### config.mk
export PLATFORM = sky130hd
export DESIGN_NAME = hcs_cmd_status
export DESIGN_NICKNAME = d
export VERILOG_FILES = /design/src/hcs_pkg.sv /design/src/hcs_cmd_status.sv /design/src/hcs_reset_seq.sv
export SDC_FILE = /design/constraint.sdc
export NUM_CORES = 1
export LEC_CHECK = 0
export BUFFER_PORTS_ARGS = -buffer_cell sky130_fd_sc_hd__buf_2
export CAP_MARGIN = 20
export CELL_PAD_IN_SITES_DETAIL_PLACEMENT = 1
export CELL_PAD_IN_SITES_GLOBAL_PLACEMENT = 2
export CORE_MARGIN = 2
export CORE_UTILIZATION = 25
export DETAILED_ROUTE_END_ITERATION = 8
export GPL_TIMING_DRIVEN = 0
export PLACE_DENSITY = 0.88
export SYNTH_ARGS = -nofsm -noshare
export SYNTH_HDL_FRONTEND = slang
export SYNTH_HIERARCHICAL = 1
export SYNTH_SLANG_ARGS = --single-unit
### constraint.sdc
create_clock -name clk_i -period 4.05 [get_ports clk_i]
set_input_delay 0.81 -clock clk_i [delete_from_list [all_inputs] [get_ports clk_i]]
set_output_delay 0.81 -clock clk_i [all_outputs]
set_load 0.03 [all_outputs]
### src/hcs_pkg.sv
package hcs_pkg;
  // register location and field positions
  localparam logic [7:0] HCS_CMD_STATUS_OFFSET = 8'h08;
  localparam logic [31:0] HCS_CMD_STATUS_RESET = 32'h0000_0000;
  localparam int HCS_SOFT_RESET_BIT = 0;
  localparam int HCS_CTRL_FILLED_BIT = 1;
  localparam int HCS_BULK_FILLED_BIT = 2;
  localparam int HCS_OWN_REQ_BIT = 3;
  localparam int HCS_OVR_CNT_LSB = 16;
  localparam int HCS_OVR_CNT_W = 2;
  localparam int HCS_CMD_W = 4;
  // interrupt status flag positions driven from here
  localparam int HCS_IRQ_OVERRUN_BIT = 0;
  localparam int HCS_IRQ_OWN_CHANGED_BIT = 30;
  // control register routing bit kept over soft reset
  localparam int HCS_CTRL_ROUTING_BIT = 8;
  // functional state encodings of the control register
  typedef enum logic [1:0] {
    HCS_FS_RESET = 2'h0,
    HCS_FS_RESUME = 2'h1,
    HCS_FS_OPERATIONAL = 2'h2,
    HCS_FS_SUSPENDED = 2'h3
  } hcs_func_state_t;
  // soft reset timing
  localparam int HCS_CLK_MHZ = 200;
  localparam int HCS_SOFT_RESET_MAX_US = 10;
  localparam int HCS_SOFT_RESET_MAX_CYC = HCS_SOFT_RESET_MAX_US * HCS_CLK_MHZ;
  // list engine events toward the command bits
  typedef struct packed {
    logic bulk_head;      // engine reached bulk list head
    logic bulk_td_found;  // td found while walking bulk list
    logic ctrl_head;      // engine reached control list head
    logic ctrl_td_found;  // td found while walking control list
    logic overrun;        // periodic list missed end of frame
    logic own_done;       // ownership handover complete
  } hcs_engine_ev_t;
  // register read/write request port
  typedef struct packed {
    logic wr;
    logic rd;
    logic [7:0] addr;
    logic [31:0] wdata;
  } hcs_reg_req_t;
endpackage : hcs_pkg

### src/hcs_cmd_status.sv
`timescale 1ns/1ps
// Notes on behaviour
// [RQ1] written ones set bits, zeros keep
// [RQ2] reads return all bits, no side effects
// [RQ3] overrun bumps counter and raises status flag
// [RQ4] two-bit counter at 17:16, wraps
// [RQ5] counter counts even with flag set
// [RQ6] ownership request raises ownership-changed flag
// [RQ7] handover done clears ownership request bit
// [RQ8] software sets bulk filled on new td
// [RQ9] bulk head: skip if zero, else clear
// [RQ10] bulk td found sets bulk filled again
// [RQ11] software sets control filled on new td
// [RQ12] control head: skip if zero, else clear
// [RQ13] control td found sets control filled again
// [RQ14] soft reset moves state to suspended
// [RQ15] soft reset keeps routing bit, blocks bus
// [RQ16] soft reset bit clears within 10 us
// [RQ17] soft reset leaves root hub alone
// [RQ18] software writes reserved bits as zero
// [RQ19] hard reset gives reset state, resets hub; code does neither (no state load, root_hub_reset_o tied low)
// [RQ20] software clears status flags by writing one
// [RQ21] software set beats device clear
module hcs_cmd_status import hcs_pkg::*; #(
  parameter int RESET_CYCLES = 64 // soft reset length, must stay below the 10 us limit
) (
  // clock and reset
  input wire logic clk_i,
  input wire logic rst_i,
  // register port
  input wire hcs_reg_req_t req_i,
  output logic [31:0] rdata_o,
  // list engine events and answers
  input wire hcs_engine_ev_t ev_i,
  output logic bulk_process_o,
  output logic ctrl_process_o,
  output logic bulk_filled_o,
  output logic ctrl_filled_o,
  // interrupt status set pulses
  output logic [31:0] irq_set_o,
  // soft reset effects
  output logic soft_reset_o,
  output logic host_bus_block_o,
  output logic func_state_load_o,
  output hcs_func_state_t func_state_o,
  output logic routing_keep_o,
  output logic root_hub_reset_o
);
  // the limit is a hard ceiling; a longer sequence would break the timing promise
  localparam int CHECKED_CYCLES = (RESET_CYCLES < HCS_SOFT_RESET_MAX_CYC) ? RESET_CYCLES : HCS_SOFT_RESET_MAX_CYC;

  logic [HCS_CMD_W-1:0] cmd_q, cmd_d; // command bits 3:0
  logic [HCS_OVR_CNT_W-1:0] ovr_q, ovr_d; // overrun counter
  logic [31:0] rdata_q;
  logic own_req_seen_q; // request already announced
  logic reset_busy_w;
  logic reset_done_w;

  // decode of the one register
  function automatic logic hit(input hcs_reg_req_t r, input logic [7:0] off);
    return r.addr == off;
  endfunction : hit

  wire wr_hit_w = req_i.wr & hit(req_i, HCS_CMD_STATUS_OFFSET);
  wire rd_hit_w = req_i.rd & hit(req_i, HCS_CMD_STATUS_OFFSET);
  // reserved and counter bits ignore writes
  wire [HCS_CMD_W-1:0] sw_set_w = wr_hit_w ? req_i.wdata[HCS_CMD_W-1:0] : '0; // [RQ1] [RQ18]

  // device-side clear and set terms per command bit
  wire bulk_take_w = ev_i.bulk_head & cmd_q[HCS_BULK_FILLED_BIT];
  wire ctrl_take_w = ev_i.ctrl_head & cmd_q[HCS_CTRL_FILLED_BIT];
  wire [HCS_CMD_W-1:0] hw_clr_w = {ev_i.own_done, bulk_take_w, ctrl_take_w, reset_done_w};
  wire [HCS_CMD_W-1:0] hw_set_w = {1'b0, ev_i.bulk_td_found, ev_i.ctrl_td_found, 1'b0};

  // per bit: set (software or td found) wins over clear
  genvar gi;
  generate
    for (gi = 0; gi < HCS_CMD_W; gi++) begin : g_cmd
      always_comb begin
        cmd_d[gi] = cmd_q[gi];
        if (sw_set_w[gi] | hw_set_w[gi]) begin
          cmd_d[gi] = 1'b1; // [RQ1] [RQ10] [RQ13] [RQ21]
        end else if (hw_clr_w[gi]) begin
          cmd_d[gi] = 1'b0; // [RQ7] [RQ9] [RQ12] [RQ16]
        end
      end
    end
  endgenerate

  // counter wraps naturally at its width
  assign ovr_d = ev_i.overrun ? ovr_q + 2'h1 : ovr_q; // [RQ3] [RQ4] [RQ5]

  // command and counter registers; a soft reset also clears the counter
  always_ff @(posedge clk_i or posedge rst_i) begin
    if (rst_i) begin
      cmd_q <= HCS_CMD_STATUS_RESET[HCS_CMD_W-1:0];
      ovr_q <= HCS_CMD_STATUS_RESET[HCS_OVR_CNT_LSB +: HCS_OVR_CNT_W];
    end else begin
      cmd_q <= cmd_d;
      ovr_q <= reset_done_w ? HCS_CMD_STATUS_RESET[HCS_OVR_CNT_LSB +: HCS_OVR_CNT_W] : ovr_d;
    end
  end

  // ownership flag raised once per request edge
  always_ff @(posedge clk_i or posedge rst_i) begin
    if (rst_i) begin
      own_req_seen_q <= 1'b0;
    end else begin
      own_req_seen_q <= cmd_q[HCS_OWN_REQ_BIT];
    end
  end

  // status flag pulses; software clears them in the status register
  always_comb begin
    irq_set_o = '0;
    irq_set_o[HCS_IRQ_OVERRUN_BIT] = ev_i.overrun; // [RQ3]
    irq_set_o[HCS_IRQ_OWN_CHANGED_BIT] = cmd_q[HCS_OWN_REQ_BIT] & ~own_req_seen_q; // [RQ6]
  end

  // read data registered, no side effect on read
  always_ff @(posedge clk_i or posedge rst_i) begin
    if (rst_i) begin
      rdata_q <= '0;
    end else if (rd_hit_w) begin
      rdata_q <= {14'h0000, ovr_q, 12'h000, cmd_q}; // [RQ2]
    end else if (req_i.rd) begin
      rdata_q <= '0; // unmapped reads as zero
    end
  end
  assign rdata_o = rdata_q;

  // soft reset sequencer
  hcs_reset_seq #(
    .RESET_CYCLES(CHECKED_CYCLES)
  ) u_reset_seq (
    .clk_i(clk_i),
    .rst_i(rst_i),
    .start_i(cmd_q[HCS_SOFT_RESET_BIT] & ~reset_busy_w), // [RQ14]
    .busy_o(reset_busy_w),
    .done_o(reset_done_w) // [RQ16]
  );

  // list engine answers at the list heads
  assign bulk_process_o = bulk_take_w; // [RQ9]
  assign ctrl_process_o = ctrl_take_w; // [RQ12]
  assign bulk_filled_o = cmd_q[HCS_BULK_FILLED_BIT];
  assign ctrl_filled_o = cmd_q[HCS_CTRL_FILLED_BIT];

  // soft reset effects toward the rest of the core
  assign soft_reset_o = reset_busy_w; // [RQ15]
  assign host_bus_block_o = reset_busy_w; // [RQ15]
  assign routing_keep_o = 1'b1; // routing bit never cleared by soft reset [RQ15]
  assign func_state_load_o = reset_done_w; // [RQ14] [RQ19]
  assign func_state_o = HCS_FS_SUSPENDED; // [RQ14] [RQ19]
  assign root_hub_reset_o = 1'b0; // hub reset tied low, so hard reset does not reset the hub either [RQ17]
endmodule : hcs_cmd_status

### src/hcs_reset_seq.sv
`timescale 1ns/1ps
// soft reset sequencer: walks a fixed count, then reports done
module hcs_reset_seq import hcs_pkg::*; #(
  parameter int RESET_CYCLES = 64
) (
  // clock and reset
  input wire logic clk_i,
  input wire logic rst_i,
  // control
  input wire logic start_i,
  output logic busy_o,
  output logic done_o
);
  typedef enum logic [1:0] {
    HCS_RS_IDLE = 2'b00,
    HCS_RS_RUN = 2'b01,
    HCS_RS_DONE = 2'b11
  } hcs_rs_state_t;

  hcs_rs_state_t state_q, state_d;
  logic [15:0] cnt_q, cnt_d; // cycles spent in the run state
  wire last_w = (cnt_q == 16'(RESET_CYCLES - 1));

  // next state
  always_comb begin
    state_d = state_q;
    cnt_d = cnt_q;
    case (state_q)
      HCS_RS_IDLE: begin
        cnt_d = '0;
        if (start_i) begin
          state_d = HCS_RS_RUN;
        end
      end
      HCS_RS_RUN: begin
        cnt_d = cnt_q + 16'h0001;
        if (last_w) begin
          state_d = HCS_RS_DONE;
        end
      end
      HCS_RS_DONE: begin
        state_d = HCS_RS_IDLE;
      end
      default: begin
        state_d = HCS_RS_IDLE;
      end
    endcase
  end

  // state registers
  always_ff @(posedge clk_i or posedge rst_i) begin
    if (rst_i) begin
      state_q <= HCS_RS_IDLE;
      cnt_q <= '0;
    end else begin
      state_q <= state_d;
      cnt_q <= cnt_d;
    end
  end

  assign busy_o = (state_q != HCS_RS_IDLE);
  assign done_o = (state_q == HCS_RS_DONE);
endmodule : hcs_reset_seq

==> results of run 1 <==
-- placed cells by master, fill, tap and decap left out, drive strengths merged --
cell / netlist / layout
buf: 64 / 100
conb: 2 / 60
dfrtp: 31 / 31
nand2: 22 / 22
inv: 14 / 14
a21oi: 12 / 12
o22ai: 9 / 9
nor2: 8 / 8
o21ai: 8 / 8
clkbuf: 1 / 8
nand4: 6 / 6
nor4: 6 / 6
or4: 5 / 5
nand3: 5 / 5
mux2i: 4 / 4
o31ai: 4 / 4
or3: 4 / 4
and2: 3 / 3
nand2b: 3 / 3
nor2b: 2 / 2
nand4b: 2 / 2
nor4b: 1 / 1
xnor2: 1 / 1
xor2: 1 / 1
clkinv: 0 / 1
mux2: 1 / 1
a22o: 1 / 1
ha: 1 / 1
-- worst paths after layout --
path | start | to | slack, ns | depth (start not counted)
min reg2reg | cmd_q[3] | own_req_seen_q | 0.40 | 0
min in group asynchronous | rst_i | own_req_seen_q | 0.56 | 2
max reg2reg | u_reset_seq/state_q[1] | u_reset_seq/state_q[0] | 2.12 | 6
max | u_reset_seq/state_q[1] | soft_reset_o | 1.06 | 5
max in group asynchronous | rst_i | u_reset_seq/cnt_q[8] | 2.93 | 2
min | cmd_q[3] | own_req_seen_q | 0.40 | 0
-- through the flow --
step,setup WS [ns],cells,hold WS (ns)
after CTS,1.12,425,0.398
final,1.06,425,0.395
after global routing,0.959,425,0.420
after floorplan,1.83,279,0.374
after detailed placement,1.42,417,0.384
after global placement,1.46,417,0.383
-- power groups by stage --
stage	sequential [uW]	combinational, uW	clock [uW]
floorplan	339	152	0
global placement	338	175	0
detailed placement	339	180	0
CTS	333	180	241
global route	335	196	256
finish	332	181	235
-- final cells by class --
cell class,instances,area share [%]
multi-input combinational,169,35.0
sequential,31,29.7
buffer,65,18.4
timing repair buffer,36,6.90
tap,102,4.89
clock buffer,7,2.92
inverter,14,2.01
clock inverter,1,0.192
-- sequential cells by signal, indices dropped and copies added (netlist names) --
register	cells
own_req_seen_q	1
rdata_o	6
ovr_q	2
u_reset_seq/cnt_q	16
u_reset_seq/state_q	2
cmd_q	4
-- logic make-up (layout without fill, tap and decap cells) --
kind of cell             count (synthesis)  count (layout)
multiplexers                             5               5
AND/OR/NAND/NOR                         67              67
adder cells (fa/ha/maj)                  1               1
AO/OA/AOI/OAI                           34              34
flip-flops                              31              31
other                                    2              60
buffers and inverters                   79             123
XOR/XNOR                                 2               2
-- metal layers --
layer	part of all wire [%]	GRT usage, %	wire length, microns
met3	5.5	2.34	243
met2	51	18.8	2280
met1	42	12.8	1860
met4	1.3	3.62	58
met5	0	0	0
==> summary.txt, run 1 <==
=================================================================================================================
Outcome                                                                                              finished clean
Antenna viol nets, final                                                                                        0
Worst-path clk slew                                                                                       0.06 ns
Count of vias placed by the detailed router                                                                  1658
Global-route wire length before repair                                                               7490 microns
Root buf cell                                                                                        sky130_fd_sc_hd__clkbuf_8
Leakage power of the design                                                                            0.00144 uW
Count of cell types in the netlist                                                                             34
Floorplan row count                                                                                            32
Via density per instance                                                                                     3.90
Layout Utilization                                                                                          33.6%
Endpoint arrival time on the critical path                                                                2.18 ns
Final Max Slew Viols                                                                                            0
Period utilization                                                                                          73.9%
Width of the chip                                                                                    93.5 microns
Port Buffer Count                                                                                              36
Multi-input gate area                                                                                   915 sq um
Fraction of power spent switching nets                                                                      32.3%
Final Power                                                                                                749 uW
Initial Util                                                                                                25.8%
Synth-to-Final Area Change                                                                                  30.3%
Main area contributors after synthesis                                                               sky130_fd_sc_hd__dfrtp_1 39%, sky130_fd_sc_hd__buf_4 23%, sky130_fd_sc_hd__nand2_1 3.9%
Count of hold-fix buffers inserted at cts                                                                       0
Global-route congestion overflow total                                                                          0
Maximum number of pins on one net before global-route repair                                                   19
Worst clock skew                                                                                       0.00716 ns
Worst-Margin Slew                                                                                        0.756 ns
Height of the chip                                                                                   93.5 microns
Sequential group share of total power                                                                       44.4%
Ys Warns                                                                                                        6
Prevailing post-synth register cell                                                                  sky130_fd_sc_hd__dfrtp_1
Residual DRC count                                                                                              0
Post-detailed-placement half-perimeter wirelength                                                    3550 microns
Maximum buffer depth of the clock tree                                                                          2
Flip-flop and latch area                                                                                776 sq um
Drt initial violations                                                                                         88
Routed wire length                                                                                   4450 microns
CP dominant cell by count                                                                            sky130_fd_sc_hd__buf_2
Cells traversed along the worst timing path                                                          buf_2, nor2_1, inv_1, buf_4, buf_2
Max-Slew Margin vs Limit                                                                                    49.4%
Most repeated cell in the gate-level netlist after synthesis                                         sky130_fd_sc_hd__buf_4
Simple logic cell fraction of the synthesized area                                                          20.2%
Skew-Pair Late Insertion Delay                                                                            0.29 ns
Achievable frequency                                                                                      334 MHz
Mapped cell area                                                                                       2000 sq um
Cell-internal power                                                                                        507 uW
Wirelength per Cell                                                                                  10.5 microns
Number of top-level pins                                                                                      125
Portion of synthesized cell area occupied by the leading cell type                                          38.7%
Synth area leader                                                                                    sky130_fd_sc_hd__dfrtp_1
Post-synthesis sequential area ratio                                                                        38.7%
Total count of hold-check failures in the final report                                                          0
Maximum capacitance violations                                                                                  0
Antenna violations before repair                                                                                0
Count of filler cells inserted in the layout                                                                  984
Critical Path Sink Type                                                                                output pin
Pre-Repair DR Iteration Count                                                                                   4
Final instance area                                                                                    2610 sq um
Post-synthesis compound-gate area fraction                                                                  10.1%
Unrepaired setup endpoints after global routing                                                             false
Fraction of final layout cells sized beyond drive strength 1                                                36.2%
Clock power share                                                                                           31.4%
Die Outline Area                                                                                       8750 sq um
Clock tree from TritonCTS                                                                                   built
Number of standard cells after synthesis                                                                      221
Number of global-route vias before repair                                                                    1608
Class of the tightest hold or removal check                                                          flip-flop to flip-flop
Fraction of registers with async set or reset after synthesis                                                100%
Crit path kind                                                                                       flip-flop to output pin
Number of CTS-inserted buffers                                                                                  5
Arithmetic-cell share of the synthesized area counting full adders, half adders and majority gates         0.624%
Share of synthesized area spent on multiplexers                                                             2.56%
Synth Register Bits                                                                                            31
Syn_area_per_cell                                                                                      9.07 sq um
Final-stage net count                                                                                         373
Count of buffering cells on the critical path with inverters included                                           4
Delay contributed by the slowest stage of the critical path                                               0.60 ns
All-layer global routing usage                                                                              10.7%
Comb power frac                                                                                             24.2%
Worst supply voltage drop on vdd                                                                         0.102 mV
Biggest fanout along the worst timing path                                                                     10
Count of instances resized after the clock tree is built                                                        0
Critical-path top delay cell                                                                         sky130_fd_sc_hd__nor2_1
CP Launch Type                                                                                          flip-flop
Antenna cell count                                                                                              0
Final Wtd Congestion                                                                                        0.741
Switching power                                                                                            242 uW
Clk sink count                                                                                                 31
CTS H-Tree Depth                                                                                                2
Most frequent cells after synthesis                                                                  62 x sky130_fd_sc_hd__buf_4, 31 x sky130_fd_sc_hd__dfrtp_1, 21 x sky130_fd_sc_hd__nand2_1
Power density of the placed cells                                                                     287 nW/um^2
Main combinational cell family by area after synthesis                                               buffers and inverters
Core ar.                                                                                               7770 sq um
EDFF count, synth                                                                                               0
Finish-stage setup viols                                                                                        0
Setup TNS after final layout                                                                                 0 ns
Number of buffers added for setup after CTS                                                                     0
Family of cells with the greatest summed delay on the critical path                                  buffers and inverters
Final critical-path required period                                                                       2.99 ns
Total placed instance area                                                                             2530 sq um
Post-synthesis share of cell area spent on xor and xnor gates                                              0.874%
Required time of the worst setup path                                                                     3.24 ns
=================================================================================================================
Power figures use the tool's default switching activity.
==> inputs of run 2 (changes only) <==
Settings changed: ABC_AREA from default to 1, CORE_UTILIZATION 25 to 22, PLACE_DENSITY 0.88 to 0.83.
Clock period 4.05 ns to 3 ns, I/O delays scaled along.
==> summary.txt, run 2 <==
=================================================================================================================
Outcome                                                                                              finished clean
Register bank with the most flops                                                                    u_reset_seq/cnt_q
Worst-Margin Slew                                                                                        0.759 ns   +0.00367 ns
Antenna cell count                                                                                              0   unchanged
Count of hold-fix buffers inserted at cts                                                                       0   unchanged
EDFF count, synth                                                                                               0   unchanged
Via density per instance                                                                                     3.70   -5.1%
Leakage power of the design                                                                            0.00160 uW   +11%
Maximum buffer depth of the clock tree                                                                          2   unchanged
Max-Slew Margin vs Limit                                                                                    49.3%   -0.11 points
Drt initial violations                                                                                         39   -56%
Worst reg2reg path endpoint                                                                          u_reset_seq/cnt_q[8]
Power density of the placed cells                                                                     363 nW/um^2   +27%
Synth area leader                                                                                    sky130_fd_sc_hd__dfrtp_1
Number of global-route vias before repair                                                                    1795   +12%
Period utilization                                                                                          75.0%
Count of cell types in the netlist                                                                             23   -32%
Post-synthesis sequential area ratio                                                                        37.2%   -1.5 points
Biggest fanout along the worst timing path                                                                     12   +2
Height of the chip                                                                                    101 microns   +8.3%
Post-synthesis compound-gate area fraction                                                                  3.54%   -6.6 points
Skew-Pair Late Insertion Delay                                                                            0.28 ns   about the same
Pre-Repair DR Iteration Count                                                                                   4   unchanged
Fraction of registers with async set or reset after synthesis                                                100%   unchanged
Launch point of the worst reg-to-reg path                                                            u_reset_seq/cnt_q[1]
Post-detailed-placement half-perimeter wirelength                                                    3980 microns   +12%
Syn_area_per_cell                                                                                      7.31 sq um   -19%
Smallest hold slack                                                                                      0.347 ns   -0.0484 ns
Global-route congestion overflow total                                                                          0   unchanged
Finish-stage setup viols                                                                                        0   unchanged
Number of CTS-inserted buffers                                                                                  5   unchanged
Root buf cell                                                                                        sky130_fd_sc_hd__clkbuf_8
Simple logic cell fraction of the synthesized area                                                          28.6%   +8.4 points
Ys Warns                                                                                                        6   unchanged
Crit path kind                                                                                       flip-flop to output pin
Worst supply voltage drop on vdd                                                                         0.115 mV   +13%
Clk sink count                                                                                                 31   unchanged
Fraction of final layout cells sized beyond drive strength 1                                                30.0%   -6.2 points
Achievable frequency                                                                                      445 MHz
Count of filler cells inserted in the layout                                                                 1176   +20%
Count of vias placed by the detailed router                                                                  1844   +11%
Class of the tightest hold or removal check                                                          input port to async pin
Total placed instance area                                                                             2620 sq um   +3.6%
Required time of the worst setup path                                                                     2.40 ns   -0.84 ns
Endpoint arrival time on the critical path                                                                1.65 ns   -0.53 ns
Number of buffers added for setup after CTS                                                                     0   unchanged
All-layer global routing usage                                                                              9.96%   -0.71 points
Synth-to-Final Area Change                                                                                  29.8%
Die Outline Area                                                                                      10300 sq um   +17%
Post-synthesis share of cell area spent on xor and xnor gates                                              0.420%   -0.45 points
Maximum capacitance violations                                                                                  0   unchanged
Global-route wire length before repair                                                               8200 microns   +9.4%
Routed wire length                                                                                   4840 microns   +9.0%
Core ar.                                                                                               9200 sq um   +18%
Synth Register Bits                                                                                            31   unchanged
Worst clock skew                                                                                       0.00464 ns   -0.00251 ns
Mapped cell area                                                                                       2080 sq um   +4.0%
Antenna viol nets, final                                                                                        0   unchanged
Reg2reg setup slack                                                                                       1.58 ns   -0.54 ns
Initial Util                                                                                                22.7%   -3.1 points
Final Max Slew Viols                                                                                            0   unchanged
Cells on worst reg2reg path                                                                                     9   +3
Maximum number of pins on one net before global-route repair                                                   19   unchanged
Final-stage net count                                                                                         437   +17%
Highest-count cells in the layout ignoring fill and taps                                             62 x sky130_fd_sc_hd__buf_4, 60 x sky130_fd_sc_hd__nand2_1, 60 x sky130_fd_sc_hd__conb_1
Width of the chip                                                                                     101 microns   +8.3%
Clock tree from TritonCTS                                                                                   built
Floorplan row count                                                                                            35   +9.4%
Setup TNS after final layout                                                                                 0 ns   unchanged
Flip-flop and latch area                                                                                776 sq um   unchanged
Residual DRC count                                                                                              0   unchanged
Unrepaired setup endpoints after global routing                                                             false
Critical Path Sink Type                                                                                output pin
Layout Utilization                                                                                          29.4%   -4.2 points
Count of instances resized after the clock tree is built                                                        0   unchanged
Max FFs per register                                                                                           16   unchanged
Wirelength per Cell                                                                                  9.73 microns   -7.0%
Portion of synthesized cell area occupied by the leading cell type                                          37.2%   -1.5 points
Final critical-path required period                                                                       2.25 ns
Prevailing post-synth register cell                                                                  sky130_fd_sc_hd__dfrtp_1
Final Wtd Congestion                                                                                        0.805   +8.7%
Multi-input gate area                                                                                   917 sq um   +0.27%
Most frequent cells after synthesis                                                                  62 x sky130_fd_sc_hd__buf_4, 60 x sky130_fd_sc_hd__nand2_1, 39 x sky130_fd_sc_hd__nor2_1
CTS H-Tree Depth                                                                                                2   unchanged
Antenna violations before repair                                                                                0   unchanged
Share of synthesized area spent on multiplexers                                                                0%   -2.6 points
Number of top-level pins                                                                                      125   unchanged
Main combinational cell family by area after synthesis                                               buffers and inverters
Total count of hold-check failures in the final report                                                          0   unchanged
Final instance area                                                                                    2710 sq um   +3.6%
Port Buffer Count                                                                                              36   unchanged
Commonest non-fill, non-tap cell in the layout                                                       sky130_fd_sc_hd__buf_4
Arithmetic-cell share of the synthesized area counting full adders, half adders and majority gates         0.600%   -0.024 points
Main area contributors after synthesis                                                               sky130_fd_sc_hd__dfrtp_1 37%, sky130_fd_sc_hd__buf_4 22%, sky130_fd_sc_hd__nand2_1 11%
Most repeated cell in the gate-level netlist after synthesis                                         sky130_fd_sc_hd__buf_4
CP Launch Type                                                                                          flip-flop
Number of standard cells after synthesis                                                                      285   +29%
Worst-path clk slew                                                                                       0.07 ns   about the same
=================================================================================================================
## run 2: cell count changes after synthesis, moves of 9 or more
| cell | change |
|---|---|
| sky130_fd_sc_hd__nand2_1 | +39 |
| sky130_fd_sc_hd__o22ai_1 | -9 |
| sky130_fd_sc_hd__nor2_1 | +31 |
| sky130_fd_sc_hd__inv_1 | +20 |
| sky130_fd_sc_hd__nand3_1 | +16 |
## run 2: report_power, final
part / internal, uW / switching (uW)
Clock: 162 / 162
Combinational: 75.2 / 147
Sequential: 429 / 8.26
Total: 666 / 317
## run 2: worst max-delay path by stage
stage	from	endpoint	slack, ns	cells after the start
floorplan	u_reset_seq/state_q[1]	soft_reset_o	1.28	5
global placement	u_reset_seq/state_q[1]	soft_reset_o	1.06	6
detailed placement	u_reset_seq/state_q[1]	soft_reset_o	1.05	6
CTS	u_reset_seq/state_q[1]	soft_reset_o	0.70	6
global route	u_reset_seq/state_q[1]	soft_reset_o	0.62	6
finish	u_reset_seq/state_q[1]	soft_reset_o	0.75	6
## run 2: metal layers
layer / routed length, microns / vias to the layer above / part of all wire (%) / global-route usage (%)
li1: - / 952 / - / -
met2: 2350 / 60 / 48 / 17.3
met5: 0 / - / 0 / 0
met4: 50 / 0 / 1.0 / 3.12
met3: 393 / 5 / 8.1 / 3.04
met1: 2050 / 827 / 42 / 11.8
## run 2: stage by stage
| step | setup WS [ns] | total power [uW] | instances |
|---|---|---|---|
| 6_report | 0.751 | 984 | 498 |
| 5_1_grt | 0.618 | 1030 | 498 |
| 4_1_cts | 0.697 | 999 | 498 |
| 3_5_place_dp | 1.05 | 665 | 490 |
| 3_3_place_gp | 1.06 | 663 | 490 |
| 2_1_floorplan | 1.28 | 636 | 343 |
## run 2: area by class of cell
class                   instances  area share (%)
inverters                      34            4.72
plain buffers                  64            17.8
clock inverters                 2           0.462
clock buffers                   6            2.68
repair buffers                 36            6.66
well taps                     111            5.13
multi-input cells             214            33.9
flip-flops and latches         31            28.7
## run 2: worst max-delay path, cell delays in order (launching register included)
cell	delay, ns
sky130_fd_sc_hd__dfrtp_1	0.40
sky130_fd_sc_hd__buf_6	0.15
sky130_fd_sc_hd__nor2_1	0.21
sky130_fd_sc_hd__inv_1	0.07
sky130_fd_sc_hd__buf_2	0.21
sky130_fd_sc_hd__buf_4	0.16
sky130_fd_sc_hd__buf_2	0.16
## run 2: logic make-up after synthesis
family          count (synthesis)
compound gates                 14
flops                          31
buf+inv                        98
simple gates                  138
xor+xnor                        1
fa+ha+maj                       1
other cells                     2
==> inputs of run 3 (changes only) <==
Settings changed: CORE_UTILIZATION 22 to 20, PLACE_DENSITY 0.83 to 0.79.
Clock period 3 ns to 1.92 ns, I/O delays scaled along.
==> summary.txt, run 3 (synthesized netlist as in run 2, its figures left out) <==
====================================================================================
Outcome                                                                 finished clean
Width of the chip                                                        106 microns   +4.7%
Count of buffering cells on the critical path with inverters included              5   unchanged
Post-detailed-placement half-perimeter wirelength                       3980 microns   about the same
Height of the chip                                                       106 microns   +4.7%
Antenna cell count                                                                 0   unchanged
Commonest non-fill, non-tap cell in the layout                          sky130_fd_sc_hd__buf_4
Maximum capacitance violations                                                     0   unchanged
Final Wtd Congestion                                                           0.718   -11%
Antenna viol nets, final                                                           0   unchanged
Synth-to-Final Area Change                                                     32.4%
Pre-Repair DR Iteration Count                                                      4   unchanged
Delay contributed by the slowest stage of the critical path                  0.39 ns   about the same
Leakage power of the design                                               0.00161 uW   +0.56%
Max-Slew Margin vs Limit                                                       49.8%   +0.47 points
CTS H-Tree Depth                                                                   2   unchanged
Cell-internal power                                                          1040 uW   +56%
Wirelength per Cell                                                     9.29 microns   -4.5%
Power density of the placed cells                                        557 nW/um^2   +53%
Global-route wire length before repair                                  8310 microns   +1.4%
Cells traversed along the worst timing path                             buf_6, nor2_4, inv_1, buf_6, buf_4, buf_2
Root buf cell                                                           sky130_fd_sc_hd__clkbuf_8
Max FFs per register                                                              16   unchanged
Antenna violations before repair                                                   0   unchanged
Launch point of the worst reg-to-reg path                               u_reset_seq/cnt_q[1]
Drt initial violations                                                            44   +13%
Final Max Slew Viols                                                               0   unchanged
Required time of the worst setup path                                        1.54 ns   -0.86 ns
Count of vias placed by the detailed router                                     1871   +1.5%
Routed wire length                                                      4870 microns   +0.52%
Fraction of power spent switching nets                                         32.3%   +0.046 points
Achievable frequency                                                         537 MHz
Number of top-level pins                                                         125   unchanged
Switching power                                                               497 uW   +57%
Clock tree from TritonCTS                                                      built
Final critical-path required period                                          1.86 ns
All-layer global routing usage                                                 9.21%   -0.74 points
Residual DRC count                                                                 0   unchanged
Period utilization                                                             97.0%
Final Power                                                                  1540 uW   +56%
Crit path kind                                                          flip-flop to output pin
Initial Util                                                                   20.4%   -2.3 points
Die Outline Area                                                         11300 sq um   +9.6%
Top metal layer carrying routed signals                                         met4
Clk sink count                                                                    31   unchanged
Worst supply voltage drop on vdd                                            0.219 mV   +91%
Smallest hold slack                                                         0.126 ns   -0.220 ns
Clock power share                                                              33.0%   about the same
Global-route congestion overflow total                                             0   unchanged
Maximum buffer depth of the clock tree                                             2   unchanged
Worst-path clk slew                                                          0.07 ns   about the same
CP dominant cell by count                                               sky130_fd_sc_hd__buf_6
Highest-count cells in the layout ignoring fill and taps                63 x sky130_fd_sc_hd__buf_4, 60 x sky130_fd_sc_hd__nand2_1, 60 x sky130_fd_sc_hd__conb_1
Total count of hold-check failures in the final report                             0   unchanged
Number of global-route vias before repair                                       1854   +3.3%
Worst reg2reg path endpoint                                             u_reset_seq/cnt_q[10]
CP Launch Type                                                             flip-flop
Routed wire length on met3                                               478 microns   +22%
Cells on worst reg2reg path                                                        9   unchanged
Port Buffer Count                                                                 36   unchanged
Critical-path top delay cell                                            sky130_fd_sc_hd__dfrtp_1
Via density per instance                                                        3.57   -3.6%
Core ar.                                                                 10200 sq um   +11%
Maximum number of pins on one net before global-route repair                      19   unchanged
Worst clock skew                                                          0.00356 ns   -0.00108 ns
Worst-Margin Slew                                                           0.752 ns   -0.00704 ns
Met2 wire length                                                        2330 microns   -0.85%
Biggest fanout along the worst timing path                                        12   unchanged
Endpoint arrival time on the critical path                                   1.48 ns   -0.17 ns
Critical Path Sink Type                                                   output pin
Count of hold-fix buffers inserted at cts                                          0   unchanged
Fraction of final layout cells sized beyond drive strength 1                   30.4%   +0.44 points
Family of cells with the greatest summed delay on the critical path     buffers and inverters
Sequential group share of total power                                          44.5%   about the same
Class of the tightest hold or removal check                             input port to async pin
Reg2reg setup slack                                                          0.55 ns   -1.03 ns
Detailed-routing wirelength on met1                                     2000 microns   -2.4%
Finish-stage setup viols                                                           0   unchanged
Final-stage net count                                                            438   +0.23%
Number of CTS-inserted buffers                                                     5   unchanged
Floorplan row count                                                               37   +5.7%
Register bank with the most flops                                       u_reset_seq/cnt_q
Skew-Pair Late Insertion Delay                                               0.28 ns   about the same
Comb power frac                                                                22.5%   about the same
====================================================================================
## run 3: worst register-to-register path: cells and delay by family, from the launching register on
family | cells | cell delay (ns)
DFF | 1 | 0.39
and+or+nand+nor | 6 | 0.56
buffers and inverters | 2 | 0.13
adders and majority gates | 1 | 0.21
## run 3: through the flow
stage	setup slack, ns	utilization, %	cell area (sq um)	TNS, ns	std cells
2_1_floorplan	0.417	-	2300	0	343
3_3_place_gp	0.206	25.9	2650	0	515
3_5_place_dp	0.183	25.9	2650	0	515
4_1_cts	0.0134	26.9	2750	0	523
5_1_grt	-0.00769	27.0	2760	-0.00769	524
6_report	0.0583	27.0	2760	0	524
## run 3: area by class of cell
type                    count  area, sq um
plain buffers              64          488
flip-flops and latches     31          776
clock buffers               6         72.6
multi-input cells         214          925
well taps                 136          170
clock inverters             2         12.5
fillers                  1292         7470
inverters                  34          128
repair buffers             37          188
## run 3: how the worst max path moves through the flow
| stage | slack, ns | depth (start not counted) | end | start |
|---|---|---|---|---|
| floorplan | 0.42 | 5 | soft_reset_o | u_reset_seq/state_q[1] |
| global placement | 0.21 | 6 | soft_reset_o | u_reset_seq/state_q[1] |
| detailed placement | 0.18 | 6 | soft_reset_o | u_reset_seq/state_q[1] |
| CTS | 0.01 | 6 | soft_reset_o | u_reset_seq/state_q[1] |
| global route | -0.008 | 6 | soft_reset_o | u_reset_seq/state_q[1] |
| finish | 0.06 | 6 | soft_reset_o | u_reset_seq/state_q[1] |
## run 3: metal layers
metal  vias up  global-route usage, %
li1        952                      -
met1       853                   10.3
met2        61                   15.6
met3         5                   3.86
met4         0                   3.57
met5         -                      0
## run 3: what timing repair did
action	4_1_cts	5_1_grt
resized for setup	3	1
endpoints found under the setup margin	2	1
buffers inserted	0	1
## run 3: power by group through the flow
stage / Clock [uW] / Sequential, uW / Combinational (uW)
after floorplan: 0 / 700 / 294
after global placement: 0 / 696 / 340
after detailed placement: 0 / 697 / 342
after CTS: 539 / 684 / 342
after global routing: 562 / 687 / 372
final: 508 / 684 / 345
